===== src/core/ueg_consts.vh =====
// Constants for the USB event collection and global control block.
// Assumes a single 250 MHz reference clock and an 8-bit special function register port.
`ifndef UEG_CONSTS_VH
`define UEG_CONSTS_VH

// ----------------------------------------
// Register map
// ----------------------------------------
`define UEG_CON_ADDR 8'hbc
`define UEG_CON_RESET 8'h00

// ----------------------------------------
// Global control fields
// ----------------------------------------
`define UEG_BIT_ENABLE 7
`define UEG_BIT_GATE 6
`define UEG_BIT_SEND_WAKE 5
`define UEG_BIT_RSVD 4
`define UEG_BIT_WAKE_BUSY 3
`define UEG_BIT_WAKE_ALLOW 2
`define UEG_BIT_CONFIG 1
`define UEG_BIT_ADDR_VALID 0

// ----------------------------------------
// Timing
// ----------------------------------------
`define UEG_CLK_PS 4000
`define UEG_BUS_RESET_PS 2666667
`define UEG_BUS_RESET_CYC ((`UEG_BUS_RESET_PS + `UEG_CLK_PS - 1) / `UEG_CLK_PS)
`define UEG_IDLE_MS 3
`define UEG_SUSP_WAKE_MS 5
`define UEG_RESUME_MS 2
`define UEG_CYC_PER_MS 250000

`endif


===== src/core/ueg_ctrl.v =====
// USB event collection, interrupt merge and global control register.
// Assumes the USB engine gives one-cycle event pulses on this clock and firmware
// gives one-cycle flag clear pulses; bus pins arrive asynchronously.
//
// Behaviour
// - Two priority bits form a four-level priority, 0 lowest, 3 highest.
// - All endpoint and bus flags merge into one USB interrupt request.
// - Set in_sent_flag when host acknowledges an IN packet from the endpoint.
// - Set out_bank0_flag when an accepted OUT packet lands in bank 0.
// - Set out_bank1_flag only on ping-pong endpoints for bank 1 packets.
// - Set setup_received_flag whenever an endpoint accepts a SETUP packet.
// - Stall_sent_flag set after requested STALL, non-isochronous only; SETUP clears it.
// - Set frame_start_flag on each received start-of-frame packet.
// - Set wake_cpu_flag on resume signalling after bus suspend.
// - Set suspend_flag when a bus suspend condition is detected.
// - Writing one to controller_enable, bit 7, switches the controller on.
// - Clearing controller_enable resets controller, transceiver off, clocks cut.
// - Clock_gate_suspend, bit 6, blocks the 48 MHz clock; resume detection stays.
// - Send_wake_request drives resume only if allowed, clocks run, suspended 5 ms.
// - Bit 4 always reads zero; firmware never writes one.
// - Wake_in_progress set during upstream resume, cleared when it is sent.
// - Configured_flag clears on hardware reset and on 32-bit-time SE0 bus reset.
// - Suspend_flag only after more than 3 ms idle with controller and clocks on.
`timescale 1ns/1ps
`include "ueg_consts.vh"

module ueg_ctrl #(
  parameter N_EP = 8,
  parameter CW = 22,
  parameter IDLE_CYC = `UEG_IDLE_MS * `UEG_CYC_PER_MS,
  parameter SUSP_WAKE_CYC = `UEG_SUSP_WAKE_MS * `UEG_CYC_PER_MS,
  parameter RESUME_CYC = `UEG_RESUME_MS * `UEG_CYC_PER_MS,
  parameter BUS_RESET_CYC = `UEG_BUS_RESET_CYC
) (
  input wire i_ref_clk,
  input wire i_sys_rst,
  input wire [7:0] i_sfr_addr,
  input wire [7:0] i_sfr_wdata,
  input wire i_sfr_wr,
  input wire i_sfr_rd,
  output reg [7:0] o_sfr_rdata,
  input wire i_usb_prio_high_bit,
  input wire i_usb_prio_low_bit,
  input wire [N_EP-1:0] i_ep_pingpong,
  input wire [N_EP-1:0] i_ep_iso,
  input wire [N_EP-1:0] i_stall_request,
  input wire [N_EP-1:0] i_in_ack_ev,
  input wire [N_EP-1:0] i_out_bank0_ev,
  input wire [N_EP-1:0] i_out_bank1_ev,
  input wire [N_EP-1:0] i_setup_ev,
  input wire [N_EP-1:0] i_stall_ev,
  input wire i_sof_ev,
  input wire [N_EP-1:0] i_in_sent_clr,
  input wire [N_EP-1:0] i_out_bank0_clr,
  input wire [N_EP-1:0] i_out_bank1_clr,
  input wire [N_EP-1:0] i_setup_received_clr,
  input wire [N_EP-1:0] i_stall_sent_clr,
  input wire i_frame_start_clr,
  input wire i_wake_cpu_clr,
  input wire i_suspend_clr,
  input wire [N_EP-1:0] i_ep_irq_en,
  input wire [2:0] i_bus_irq_en,
  input wire i_dp,
  input wire i_dm,
  output reg [N_EP-1:0] o_in_sent_flag,
  output reg [N_EP-1:0] o_out_bank0_flag,
  output reg [N_EP-1:0] o_out_bank1_flag,
  output reg [N_EP-1:0] o_setup_received_flag,
  output reg [N_EP-1:0] o_stall_sent_flag,
  output reg o_frame_start_flag,
  output reg o_wake_cpu_flag,
  output reg o_suspend_flag,
  output reg o_usb_irq,
  output reg [1:0] o_usb_irq_prio,
  output reg o_ctrl_rst,
  output reg o_xcvr_en,
  output reg o_usb_clk_en,
  output reg o_bus_reset,
  output reg o_dp,
  output reg o_dm,
  output reg o_pad_oe
);

  // ----------------------------------------
  // Global control register
  // ----------------------------------------
  reg ctrl_enable, clk_gate, send_wake, wake_busy;
  reg wake_allow, configured, addr_valid;
  wire con_wr = i_sfr_wr && (i_sfr_addr == `UEG_CON_ADDR);
  wire clk_run = ctrl_enable && !clk_gate;
  wire [7:0] con_value = {ctrl_enable, clk_gate, send_wake, 1'b0,
    wake_busy, wake_allow, configured, addr_valid};

  // ----------------------------------------
  // Bus pin synchronisers and line states
  // ----------------------------------------
  reg [1:0] dp_sync, dm_sync;

  always @(posedge i_ref_clk)
  begin
    if (i_sys_rst)
    begin
      dp_sync <= 2'h0;
      dm_sync <= 2'h0;
    end
    else
    begin
      dp_sync <= {dp_sync[0], i_dp};
      dm_sync <= {dm_sync[0], i_dm};
    end
  end

  // Full-speed idle is the J state
  wire line_idle = dp_sync[1] && !dm_sync[1];
  wire line_se0 = !dp_sync[1] && !dm_sync[1];

  // ----------------------------------------
  // Bus state: suspend, resume, bus reset, upstream resume
  // ----------------------------------------
  reg [CW-1:0] idle_cnt, susp_cnt, resume_cnt, se0_cnt;
  reg bus_susp, wake_done;
  wire bus_reset_hit = line_se0 && (se0_cnt == BUS_RESET_CYC[CW-1:0] - 1'b1);
  wire wake_go = send_wake && wake_allow && clk_run && bus_susp && !wake_busy && !wake_done &&
    (susp_cnt >= SUSP_WAKE_CYC[CW-1:0]);

  always @(posedge i_ref_clk)
  begin
    if (i_sys_rst || !ctrl_enable)
    begin
      idle_cnt <= {CW{1'b0}};
      susp_cnt <= {CW{1'b0}};
      resume_cnt <= {CW{1'b0}};
      se0_cnt <= {CW{1'b0}};
      bus_susp <= 1'b0;
      wake_busy <= 1'b0;
      wake_done <= 1'b0;
      o_bus_reset <= 1'b0;
    end
    else
    begin
      o_bus_reset <= bus_reset_hit;
      // Bus reset needs the running clock; SE0 during gating is a resume anyway
      if (line_se0 && clk_run && se0_cnt != BUS_RESET_CYC[CW-1:0])
        se0_cnt <= se0_cnt + 1'b1;
      else if (!line_se0)
        se0_cnt <= {CW{1'b0}};
      // Suspend timer runs only with clocks on; more than the idle time is required
      if (!line_idle || !clk_run || bus_susp)
        idle_cnt <= {CW{1'b0}};
      else if (idle_cnt != IDLE_CYC[CW-1:0])
        idle_cnt <= idle_cnt + 1'b1;
      if (!bus_susp && clk_run && line_idle && idle_cnt == IDLE_CYC[CW-1:0])
        bus_susp <= 1'b1;
      else if (bus_susp && !line_idle && !wake_busy)
        bus_susp <= 1'b0;
      else if (wake_busy && resume_cnt == RESUME_CYC[CW-1:0] - 1'b1)
        bus_susp <= 1'b0;
      if (!bus_susp)
        susp_cnt <= {CW{1'b0}};
      else if (susp_cnt != SUSP_WAKE_CYC[CW-1:0])
        susp_cnt <= susp_cnt + 1'b1;
      if (wake_go)
      begin
        wake_busy <= 1'b1;
        resume_cnt <= {CW{1'b0}};
      end
      else if (wake_busy)
      begin
        resume_cnt <= resume_cnt + 1'b1;
        if (resume_cnt == RESUME_CYC[CW-1:0] - 1'b1)
        begin
          wake_busy <= 1'b0;
          wake_done <= 1'b1;
        end
      end
      // One resume per request; firmware must drop the bit to arm another
      if (!send_wake && !wake_busy)
        wake_done <= 1'b0;
    end
  end

  // ----------------------------------------
  // Register writes and read-back
  // ----------------------------------------
  always @(posedge i_ref_clk)
  begin
    if (i_sys_rst)
    begin
      ctrl_enable <= 1'b0;
      clk_gate <= 1'b0;
      send_wake <= 1'b0;
      wake_allow <= 1'b0;
      configured <= 1'b0;
      addr_valid <= 1'b0;
      o_sfr_rdata <= 8'h00;
    end
    else
    begin
      if (con_wr)
      begin
        ctrl_enable <= i_sfr_wdata[`UEG_BIT_ENABLE];
        clk_gate <= i_sfr_wdata[`UEG_BIT_GATE];
        send_wake <= i_sfr_wdata[`UEG_BIT_SEND_WAKE];
        wake_allow <= i_sfr_wdata[`UEG_BIT_WAKE_ALLOW];
        configured <= i_sfr_wdata[`UEG_BIT_CONFIG];
        addr_valid <= i_sfr_wdata[`UEG_BIT_ADDR_VALID];
      end
      // Bus reset wins over a same-cycle firmware write
      if (bus_reset_hit)
      begin
        configured <= 1'b0;
        addr_valid <= 1'b0;
      end
      if (i_sfr_rd && i_sfr_addr == `UEG_CON_ADDR)
        o_sfr_rdata <= con_value;
      else
        o_sfr_rdata <= 8'h00;
    end
  end

  // ----------------------------------------
  // Controller power and clock outputs
  // ----------------------------------------
  always @(posedge i_ref_clk)
  begin
    if (i_sys_rst)
    begin
      o_ctrl_rst <= 1'b1;
      o_xcvr_en <= 1'b0;
      o_usb_clk_en <= 1'b0;
      o_dp <= 1'b0;
      o_dm <= 1'b0;
      o_pad_oe <= 1'b0;
      o_usb_irq_prio <= 2'h0;
    end
    else
    begin
      o_ctrl_rst <= !ctrl_enable;
      o_xcvr_en <= ctrl_enable;
      o_usb_clk_en <= clk_run;
      // Resume signalling is the K state driven upstream
      o_dp <= 1'b0;
      o_dm <= wake_busy;
      o_pad_oe <= wake_busy;
      // Priority belongs to the core's interrupt system, so disabling the controller keeps it
      o_usb_irq_prio <= {i_usb_prio_high_bit, i_usb_prio_low_bit};
    end
  end

  // ----------------------------------------
  // Per-endpoint event flags; set wins over clear
  // ----------------------------------------
  wire [N_EP-1:0] ep_any;
  genvar g;
  generate
    for (g = 0; g < N_EP; g = g + 1)
    begin : g_ep
      wire stall_ok = i_stall_ev[g] && i_stall_request[g] && !i_ep_iso[g];
      always @(posedge i_ref_clk)
      begin
        if (i_sys_rst || !ctrl_enable)
        begin
          o_in_sent_flag[g] <= 1'b0;
          o_out_bank0_flag[g] <= 1'b0;
          o_out_bank1_flag[g] <= 1'b0;
          o_setup_received_flag[g] <= 1'b0;
          o_stall_sent_flag[g] <= 1'b0;
        end
        else
        begin
          if (clk_run && i_in_ack_ev[g])
            o_in_sent_flag[g] <= 1'b1;
          else if (i_in_sent_clr[g])
            o_in_sent_flag[g] <= 1'b0;
          if (clk_run && i_out_bank0_ev[g])
            o_out_bank0_flag[g] <= 1'b1;
          else if (i_out_bank0_clr[g])
            o_out_bank0_flag[g] <= 1'b0;
          if (clk_run && i_out_bank1_ev[g] && i_ep_pingpong[g])
            o_out_bank1_flag[g] <= 1'b1;
          else if (i_out_bank1_clr[g])
            o_out_bank1_flag[g] <= 1'b0;
          if (clk_run && i_setup_ev[g])
            o_setup_received_flag[g] <= 1'b1;
          else if (i_setup_received_clr[g])
            o_setup_received_flag[g] <= 1'b0;
          if (clk_run && stall_ok)
            o_stall_sent_flag[g] <= 1'b1;
          else if ((clk_run && i_setup_ev[g]) || i_stall_sent_clr[g])
            o_stall_sent_flag[g] <= 1'b0;
        end
      end
      assign ep_any[g] = i_ep_irq_en[g] && (o_in_sent_flag[g] || o_out_bank0_flag[g] ||
        o_out_bank1_flag[g] || o_setup_received_flag[g] || o_stall_sent_flag[g]);
    end
  endgenerate

  // ----------------------------------------
  // Bus event flags and interrupt merge
  // ----------------------------------------
  wire susp_set = !bus_susp && clk_run && line_idle && idle_cnt == IDLE_CYC[CW-1:0];
  // Resume detection keeps working while the 48 MHz clock is gated
  wire wake_set = bus_susp && !line_idle && !wake_busy;

  always @(posedge i_ref_clk)
  begin
    if (i_sys_rst || !ctrl_enable)
    begin
      o_frame_start_flag <= 1'b0;
      o_wake_cpu_flag <= 1'b0;
      o_suspend_flag <= 1'b0;
      o_usb_irq <= 1'b0;
    end
    else
    begin
      if (clk_run && i_sof_ev)
        o_frame_start_flag <= 1'b1;
      else if (i_frame_start_clr)
        o_frame_start_flag <= 1'b0;
      if (wake_set)
        o_wake_cpu_flag <= 1'b1;
      else if (i_wake_cpu_clr)
        o_wake_cpu_flag <= 1'b0;
      if (susp_set)
        o_suspend_flag <= 1'b1;
      else if (i_suspend_clr)
        o_suspend_flag <= 1'b0;
      o_usb_irq <= (|ep_any) || (i_bus_irq_en[0] && o_frame_start_flag) ||
        (i_bus_irq_en[1] && o_wake_cpu_flag) || (i_bus_irq_en[2] && o_suspend_flag);
    end
  end

endmodule // ueg_ctrl


===== config.mk =====
export PLATFORM = sky130hd
export DESIGN_NAME = ueg_ctrl
export DESIGN_NICKNAME = d
export VERILOG_FILES = /design/src/core/ueg_ctrl.v
export VERILOG_INCLUDE_DIRS = /design/src /design/src/core
export SDC_FILE = /design/constraint.sdc
export NUM_CORES = 1
export LEC_CHECK = 0
export BUFFER_PORTS_ARGS = -buffer_cell sky130_fd_sc_hd__buf_2
export CORE_UTILIZATION = 47
export DETAILED_ROUTE_END_ITERATION = 7
export PLACE_DENSITY = 0.85
export SETUP_SLACK_MARGIN = 0.5
export SYNTH_ARGS = -nofsm -noshare
export SYNTH_HDL_FRONTEND = slang
export SYNTH_SLANG_ARGS = --single-unit

===== constraint.sdc =====
create_clock -name i_ref_clk -period 1.8 [get_ports i_ref_clk]
set_input_delay 0.36 -clock i_ref_clk [delete_from_list [all_inputs] [get_ports i_ref_clk]]
set_output_delay 0.36 -clock i_ref_clk [all_outputs]
set_load 0.01 [all_outputs]

# After elaboration in Yosys (flattened, before gate mapping)
# Cells that the tools add are included.
[op_classes] n_addsub=4 order_cmp=1 eq_ne=8 mux=94 bitwise_logic=3 n_reduce_logical=213
[ops] operator="$logic_and 1x1->1" n=97
[ops] operator="$mux 1" n=92
[ops] operator="$add 22x1->22 const B" n=4
[ops] operator="$reduce_bool 2->1" n=43
[ops] operator="$logic_or 1x1->1" n=46
[ops] operator="$mux 22" n=2
[ops] operator="$eq 22x10->1 const B" n=1
[ops] operator="$eq 22x19->1 const B" n=1
[ops] operator="$eq 22x20->1 const B" n=1
[ops] operator="$ge 22x21->1 const B" n=1
[ops] operator="$ne 22x10->1 const B" n=1
[ops] operator="$ne 22x20->1 const B" n=1
[ops] operator="$ne 22x21->1 const B" n=1
[ops] operator="$logic_not 1->1" n=18
[ops] operator="$reduce_or 2->1" n=6
[ops] operator="$eq 8x8->1 const B" n=1
[ops] operator="$reduce_or 8->1" n=1
[ops] operator="$not 1->1" n=3
[ops] operator="$reduce_and 3->1" n=1
[ops] operator="$reduce_bool 3->1" n=1
[ops] operator="$ne 2x1->1 const B" n=1
[word_totals] ff_bits=160 input_bits=143 output_inout_bits=61 word_cells=390

# Logic depth before layout (Yosys ltp)
# Gate-level depths: netlist of run 1.
[logic_depth] word_depth=9 ltp_mapped=7 depth_no_buf=7

# Least setup slack after synthesis of run 1
# No wires, ideal clock.
[synth_timing] kind="reg-to-reg" startpoint="register resume_cnt[0]" endpoint="register bus_susp" setup_time_ns=0.132 t_arrival_ns=1.687 required_time_ns=1.668 path_slack_ns=-0.019 path_stages_with_launch=6 path_cell_list="dfxtp_1 -> ha_1 -> or4b_2 -> nor4_1 -> a21o_1 -> a21oi_1"
[synth_via] elab_chain_len=3
[synth_rtl] item="start: declaration" line="ueg_ctrl.v:120" source="reg [CW-1:0] idle_cnt, susp_cnt, resume_cnt, se0_cnt;"
[synth_rtl] item="start signal: assignment" line="ueg_ctrl.v:132" source="resume_cnt <= {CW{1'b0}};"
[synth_rtl] item="start signal: assignment" line="ueg_ctrl.v:165" source="resume_cnt <= {CW{1'b0}};"
[synth_rtl] item="start signal: assignment" line="ueg_ctrl.v:169" source="resume_cnt <= resume_cnt + 1'b1;"
[synth_rtl] item="$eq 22x19->1" line="ueg_ctrl.v:156" source="else if (wake_busy && resume_cnt == RESUME_CYC[CW-1:0] - 1'b1)"
[synth_rtl] item="$logic_and 1x1->1" line="ueg_ctrl.v:156"
[synth_rtl] item="$reduce_bool 3->1 (no source line)"
[synth_rtl] item="end signal: assignment" line="ueg_ctrl.v:153" source="bus_susp <= 1'b1;"
[synth_rtl] item="end signal: assignment" line="ueg_ctrl.v:155" source="bus_susp <= 1'b0;"
[synth_rtl] item="end signal: assignment" line="ueg_ctrl.v:157" source="bus_susp <= 1'b0;"
[synth_rtl] item="end: declaration" line="ueg_ctrl.v:121" source="reg bus_susp, wake_done;"
# No other way between the ends.
# A chain may end at the register's enable or synchronous reset.

# Final worst setup path of run 1
[layout_timing] startpoint="register resume_cnt[13]" endpoint="register bus_susp"
# Same word-level chain as after synthesis.

==> results_dict.tcl, run 1 <==
set metrics [dict create \
    setup-tns-final_ps -92.7 \
    cts-root-buf "clkbuf_16" \
    clk_pin_slew_ps 70 \
    grt_start_max_net_pins 50 \
    io_pins 204 \
    hold_viol 0 \
    place_ws_ps 61.3 \
    nets 1202 \
    criticalPathCategory "reg2reg" \
    cts_buffers 17 \
    ys_seq_area_frac 0.458 \
    dieArea_um2 15300 \
    antenna_cells 0 \
    synth_top_area_frac 0.458 \
    max-clock-path-buffers 2 \
    portBuffers 199 \
    gp_congestion 0.850 \
    peakVddDrop_uv 753 \
    cts_tree "yes" \
    synth_warnings 0 \
    hp-class "in2reg" \
    required_ps 2120 \
    power_frac_seq 0.480 \
    reg2reg_setup_slack_ps -70 \
    comb_power_share 0.030 \
    period_minus_slack_ps 1870 \
    crit_slowest_cell "nor4b_1" \
    synth_edf_count 0 \
    grt_use_total 0.265 \
    synth_cell_type_count 62 \
    num_rows 44 \
    dp_hpwl_um 13000 \
    coreArea_um2 14500 \
    die_x_um 124 \
    max_stage_delay_ps 530 \
    hold_buffers 0 \
    synth_seq_cells 159 \
    p_leak_nw 4.24 \
    synth_ff_type "dfxtp_1" \
    ys_top_cells_by_area "dfxtp_1 46%, xor2_1 5.9%, nor2_1 5.2%" \
    htree_levels 4 \
    drive_gt1_frac 0.510 \
    layout_setup_ws_ps -69.7 \
    swShare 0.235 \
    violations "DRC, setup timing" \
    cts.sinks 159 \
    period_share 1.04 \
    syn_inst 768 \
    area_delta_synth_final_pct 49.8 \
    grt_pass1_wl_um 30900 \
    drc 1 \
    drt-total-wl_um 26500 \
    whs_ps 140 \
    avgViaCountPerCell 6.08 \
    p_int_w 0.00556 \
    end_kind "flip-flop" \
    syn_area_per_cell_um2 9.04 \
    rsz0062_at_grt "yes" \
    status "complete, but fails checks" \
    worstPathArrival_ps 2190 \
    power.density_nw_per_um2 699 \
    power_frac_clock 0.490 \
    grt_overflow 0 \
    skew_ps 12.4 \
    fmax_ghz 0.535 \
    fill_cells 904 \
    async_flop_share 0 \
    start_util 0.480 \
    synth.largest_area_cell "dfxtp_1" \
    grt_pass1_vias 6256 \
    wl_per_cell_um 21.2 \
    drt_iter0_drc 1059 \
    crit_fanout 4 \
    syn_area_um2 6940 \
    antenna_left 0 \
    fp.dieH_um 124 \
    p_sw_w 0.00171 \
    drt_first_pass_iters 8 \
    maxSlewHeadroom 0.598 \
    vias 7598 \
    worstMarginPinSlew_ps 594 \
    drv_slew 0 \
    crit_chain "nor4b_1 -> nand2_1 -> nor4_4 -> a21o_1 -> a21oi_2" \
    clk_latency_ps 440 \
    setup_viol 3 \
    antenna_found_initial 0 \
    critPathLaunchType "flip-flop" \
    drv_cap 0 \
]
critical path, delay by kind of cell (launching register included):
kind	cells	cell delay [ps]
flip-flops	1	420
AO/OA/AOI/OAI	2	260
AND/OR/NAND/NOR	3	1070
layout make-up:
class	count	area [um2]	area share
Inverter	20	75.1	0.00722
Clock inverter	15	148	0.0142
Multi-Input combinational cell	562	4230	0.407
Sequential cell	159	3350	0.322
Timing Repair Buffer	292	1940	0.187
Tap cell	184	230	0.0221
Clock buffer	17	425	0.0409
logic make-up (layout without fill, tap and decap cells):
group / Yosys count / count (layout) / share of synthesized area
other: 1 / 2 / 0.000540
buffers and inverters: 48 / 344 / 0.0344
and+or+nand+nor: 384 / 384 / 0.316
DFF: 159 / 159 / 0.458
muxes: 9 / 9 / 0.0130
AOI/OAI and AO/OA: 89 / 89 / 0.0759
xor gates and xnor gates: 71 / 71 / 0.0896
adders and majority gates: 7 / 7 / 0.0126
layer usage:
| layer | global-route usage | part of all wire | routed length (um) | vias to the layer above |
|---|---|---|---|---|
| li1 | - | - | - | 3252 |
| met1 | 0.341 | 0.35 | 9390 | 3553 |
| met2 | 0.420 | 0.47 | 12400 | 589 |
| met3 | 0.0692 | 0.11 | 2990 | 204 |
| met4 | 0.107 | 0.064 | 1710 | 0 |
| met5 | 0 | 0 | 0 | - |
power by group through the flow:
stage,combinational (W),clock [W],sequential [W]
6_report,0.000220,0.00356,0.00349
5_1_grt,0.000235,0.00372,0.00349
4_1_cts,0.000200,0.00353,0.00351
3_5_place_dp,0.000194,0,0.00360
3_3_place_gp,0.000191,0,0.00360
2_1_floorplan,0.0000334,0,0.00360
path summary, 6_finish.rpt:
kind                                    start                            to  cells past startpoint
setup / recovery  resume_cnt[13]$_SDFFE_PP0P_         bus_susp$_SDFFE_PP0P_                      5
hold / removal             i_usb_prio_low_bit  o_usb_irq_prio[0]$_SDFF_PP0_                      2
setup reg to reg  resume_cnt[13]$_SDFFE_PP0P_         bus_susp$_SDFFE_PP0P_                      5
hold reg to reg       addr_valid$_SDFFE_PP0P_     o_sfr_rdata[0]$_SDFF_PP0_                      1
flip-flops by register name, summed over array words and instances, names as in the netlist, 2 cells and up:
signal                 cells
o_setup_received_flag      8
o_stall_sent_flag          8
o_sfr_rdata                7
resume_cnt                22
se0_cnt                   22
dm_sync                    2
susp_cnt                  22
o_out_bank1_flag           8
idle_cnt                  22
o_usb_irq_prio             2
o_out_bank0_flag           8
dp_sync                    2
o_in_sent_flag             8
synthesized netlist by cell type, drive strengths merged (7+ instances only):
cell / count
buf: 10
dfxtp: 159
or3: 9
clkbuf: 18
nor3: 18
xnor2: 24
a32oi: 8
o21ai: 17
xor2: 47
inv: 20
nor4: 8
a21oi: 50
nand2: 49
nor4b: 8
ha: 7
mux2i: 9
and2: 8
nor2b: 28
and3: 9
nand3: 29
nand4: 27
nand3b: 10
nand2b: 17
nor2: 119
nand4b: 9
or4: 13
and4: 10
layout by cell type (no fill, tap or decap), types with 6 or more instances in the layout:
cell       instances
and2_1             7
nand4_1           26
buf_6             34
dfxtp_2           64
a32oi_1            8
xor2_1            46
nor2_2            24
clkbuf_16         19
dfxtp_4           24
nand4b_1           9
buf_2            188
inv_6              6
o21ai_0           11
and4_1             8
inv_1             18
nand3_1           22
nor3_4            11
or4_1              8
a21oi_2            9
a21oi_1           41
nand2_1           40
nor4_4             8
nand3b_1          10
xnor2_1           19
dfxtp_1           71
nor2b_1           26
and3_1             8
mux2i_1            9
nand2_2            9
nand2b_1          15
buf_4             63
nor2_1            90
per-stage QoR:
step | power (W) | instances | instance area [um2] | utilization
floorplan | 0.00364 | 769 | 7180 | -
global placement | 0.00380 | 1148 | 8410 | 0.581
detailed placement | 0.00380 | 1148 | 8410 | 0.581
CTS | 0.00724 | 1213 | 9650 | 0.667
global route | 0.00744 | 1249 | 10400 | 0.719
finish | 0.00727 | 1249 | 10400 | 0.719
what timing repair did:
action / in CTS / in global routing
pin swaps: 63 / 71
endpoints found under the setup margin: 156 / 127
resized for setup: 126 / 116
buffers inserted: 33 / 34
cloned: 0 / 2
Power figures use the tool's default switching activity.
==> inputs of run 2 (changes only) <==
--- a/config.mk
+++ b/config.mk
@@ -7,9 +7,9 @@
 export NUM_CORES = 1
 export LEC_CHECK = 0
 export BUFFER_PORTS_ARGS = -buffer_cell sky130_fd_sc_hd__buf_2
-export CORE_UTILIZATION = 47
+export CORE_UTILIZATION = 52
 export DETAILED_ROUTE_END_ITERATION = 7
-export PLACE_DENSITY = 0.85
+export PLACE_DENSITY = 0.88
 export SETUP_SLACK_MARGIN = 0.5
 export SYNTH_ARGS = -nofsm -noshare
 export SYNTH_HDL_FRONTEND = slang
==> constraint.sdc (replaced) <==
create_clock -name i_ref_clk -period 2.1 [get_ports i_ref_clk]
set_input_delay 0.42 -clock i_ref_clk [delete_from_list [all_inputs] [get_ports i_ref_clk]]
set_output_delay 0.42 -clock i_ref_clk [all_outputs]
set_load 0.01 [all_outputs]
==> results_dict.tcl, run 2 (synthesized netlist as in run 1, its figures left out) <==
set metrics [dict create \
    fmax_ghz 0.520 \
    drv_cap 0 \
    required_ps 2470 \
    antenna_cells 0 \
    crit_slowest_cell "dfxtp_4" \
    power_frac_clock 0.496 \
    gp_congestion 0.923 \
    drive_gt1_frac 0.403 \
    place_area_um2 8160 \
    crit_path_start "susp_cnt[9]$_SDFFE_PP0P_" \
    drv_slew 0 \
    wl_met2_um 12000 \
    cts_tree "yes" \
    p_int_w 0.00500 \
    final_area_um2 9630 \
    clk_pin_slew_ps 70 \
    grt_overflow 0 \
    cts-root-buf "clkbuf_16" \
    multiInputGateArea_um2 4010 \
    setup-tns-final_ps 0 \
    num_rows 41 \
    hold_path_startpoint "i_dp" \
    drc 0 \
    p_leak_nw 3.80 \
    critPathLaunchType "flip-flop" \
    cts.sinks 159 \
    max_stage_delay_ps 370 \
    skew_ps 11.8 \
    crit_fanout 6 \
    worstPathArrival_ps 2290 \
    dp_hpwl_um 13100 \
    grt_use_total 0.290 \
    period_share 0.916 \
    hold_viol 0 \
    path_depth 6 \
    die_x_um 118 \
    rsz0062_at_grt "yes" \
    comb_power_share 0.029 \
    start_util 0.541 \
    power.density_nw_per_um2 657 \
    grt_start_max_net_pins 50 \
    finish.utilization 0.751 \
    cpMostUsedCell "a211o_1" \
    hold_depth 2 \
    cts_buffers 17 \
    final_cell_mix "199 x buf_2, 118 x dfxtp_1, 95 x nor2_1" \
    r2r-start "susp_cnt[9]$_SDFFE_PP0P_" \
    swShare 0.209 \
    grt_pass1_vias 6452 \
    area_delta_synth_final_pct 38.6 \
    avgViaCountPerCell 6.14 \
    max-clock-path-buffers 2 \
    status "finished clean" \
    htree_levels 4 \
    dieArea_um2 13800 \
    coreArea_um2 12800 \
    period_minus_slack_ps 1920 \
    peakVddDrop_uv 573 \
    drt-total-wl_um 24900 \
    drt_iter0_drc 902 \
    crit_buf_inv 1 \
    crit_chain "a211o_1 -> a211o_1 -> o311ai_4 -> nand2_4 -> clkbuf_16 -> nor2_4" \
    wl_met3_um 2770 \
    p_sw_w 0.00132 \
    grt_pass1_wl_um 31900 \
    final_common_cell "buf_2" \
    setup_viol 0 \
    seqCellArea_um2 3260 \
    clk_latency_ps 430 \
    portBuffers 199 \
    r2r_cells 6 \
    drt_first_pass_iters 8 \
    hp-class "in2reg" \
    io_pins 204 \
    worstMarginPinSlew_ps 615 \
    criticalPathCategory "reg2reg" \
    whs_ps 209 \
    vias 7332 \
    routed.top_layer "met4" \
    end_kind "flip-flop" \
    fill_cells 758 \
    antenna_left 0 \
    fp.dieH_um 118 \
    drt-met1-wl_um 8750 \
    nets 1160 \
    maxSlewHeadroom 0.589 \
    power_frac_seq 0.476 \
    wl_per_cell_um 20.9 \
    path_delay_family "compound AO/OA/AOI/OAI gates" \
    antenna_found_initial 0 \
]
-- run 2: cell types whose count changed in the layout (fill, tap and decap cells not counted), moves of 6 or more --
cell / previous run / this run
buf_6: 34 / 4
buf_4: 63 / 42
nor3_1: 3 / 11
nor2_2: 24 / 9
inv_6: 6 / 0
dfxtp_1: 71 / 118
nand2_2: 9 / 2
nor3_4: 11 / 2
dfxtp_2: 64 / 29
dfxtp_4: 24 / 12
buf_2: 188 / 199
nor2_4: 5 / 15
-- run 2: area by class of cell --
cell class,count,share of cell area
Clock buffer,20,0.0464
Tap cell,172,0.0224
Clock inverter,12,0.0148
Sequential cell,159,0.339
Timing Repair Buffer,250,0.153
Multi-Input combinational cell,562,0.417
Inverter,20,0.00780
-- run 2: per-layer routing --
| metal | GRT usage | vias to the layer above |
|---|---|---|
| met5 | 0 | - |
| met4 | 0.107 | 0 |
| met3 | 0.0683 | 142 |
| met2 | 0.484 | 597 |
| met1 | 0.362 | 3437 |
| li1 | - | 3156 |
-- run 2: path summary, 6_finish.rpt --
check	end	slack (ps)
worst max register to register	resume_cnt[17]$_SDFFE_PP0P_	180
worst min-delay path	dp_sync[0]$_SDFF_PP0_	210
worst min register to register	dp_sync[1]$_SDFF_PP0_	430
worst max-delay path	resume_cnt[17]$_SDFFE_PP0P_	180
-- run 2: timing repair --
item | in CTS | in global routing
buffers inserted | 13 | 18
hold buffers | 0 | 0
gates cloned | 0 | 4
resized for setup | 56 | 96
pin swaps | 17 | 22
endpoints found under the setup margin | 65 | 117
-- run 2: power groups by stage --
stage / combinational [W] / sequential [W] / clock (W)
finish: 0.000182 / 0.00301 / 0.00313
global route: 0.000191 / 0.00301 / 0.00327
CTS: 0.000165 / 0.00302 / 0.00309
detailed placement: 0.000163 / 0.00309 / 0
global placement: 0.000159 / 0.00309 / 0
floorplan: 0.0000282 / 0.00309 / 0
-- run 2: through the flow --
step / std cells / total power (W) / setup WS (ps)
6_report: 1195 / 0.00633 / 177
5_1_grt: 1195 / 0.00647 / 175
4_1_cts: 1173 / 0.00628 / 360
3_5_place_dp: 1128 / 0.00325 / 280
3_3_place_gp: 1128 / 0.00325 / 337
2_1_floorplan: 769 / 0.00312 / 484
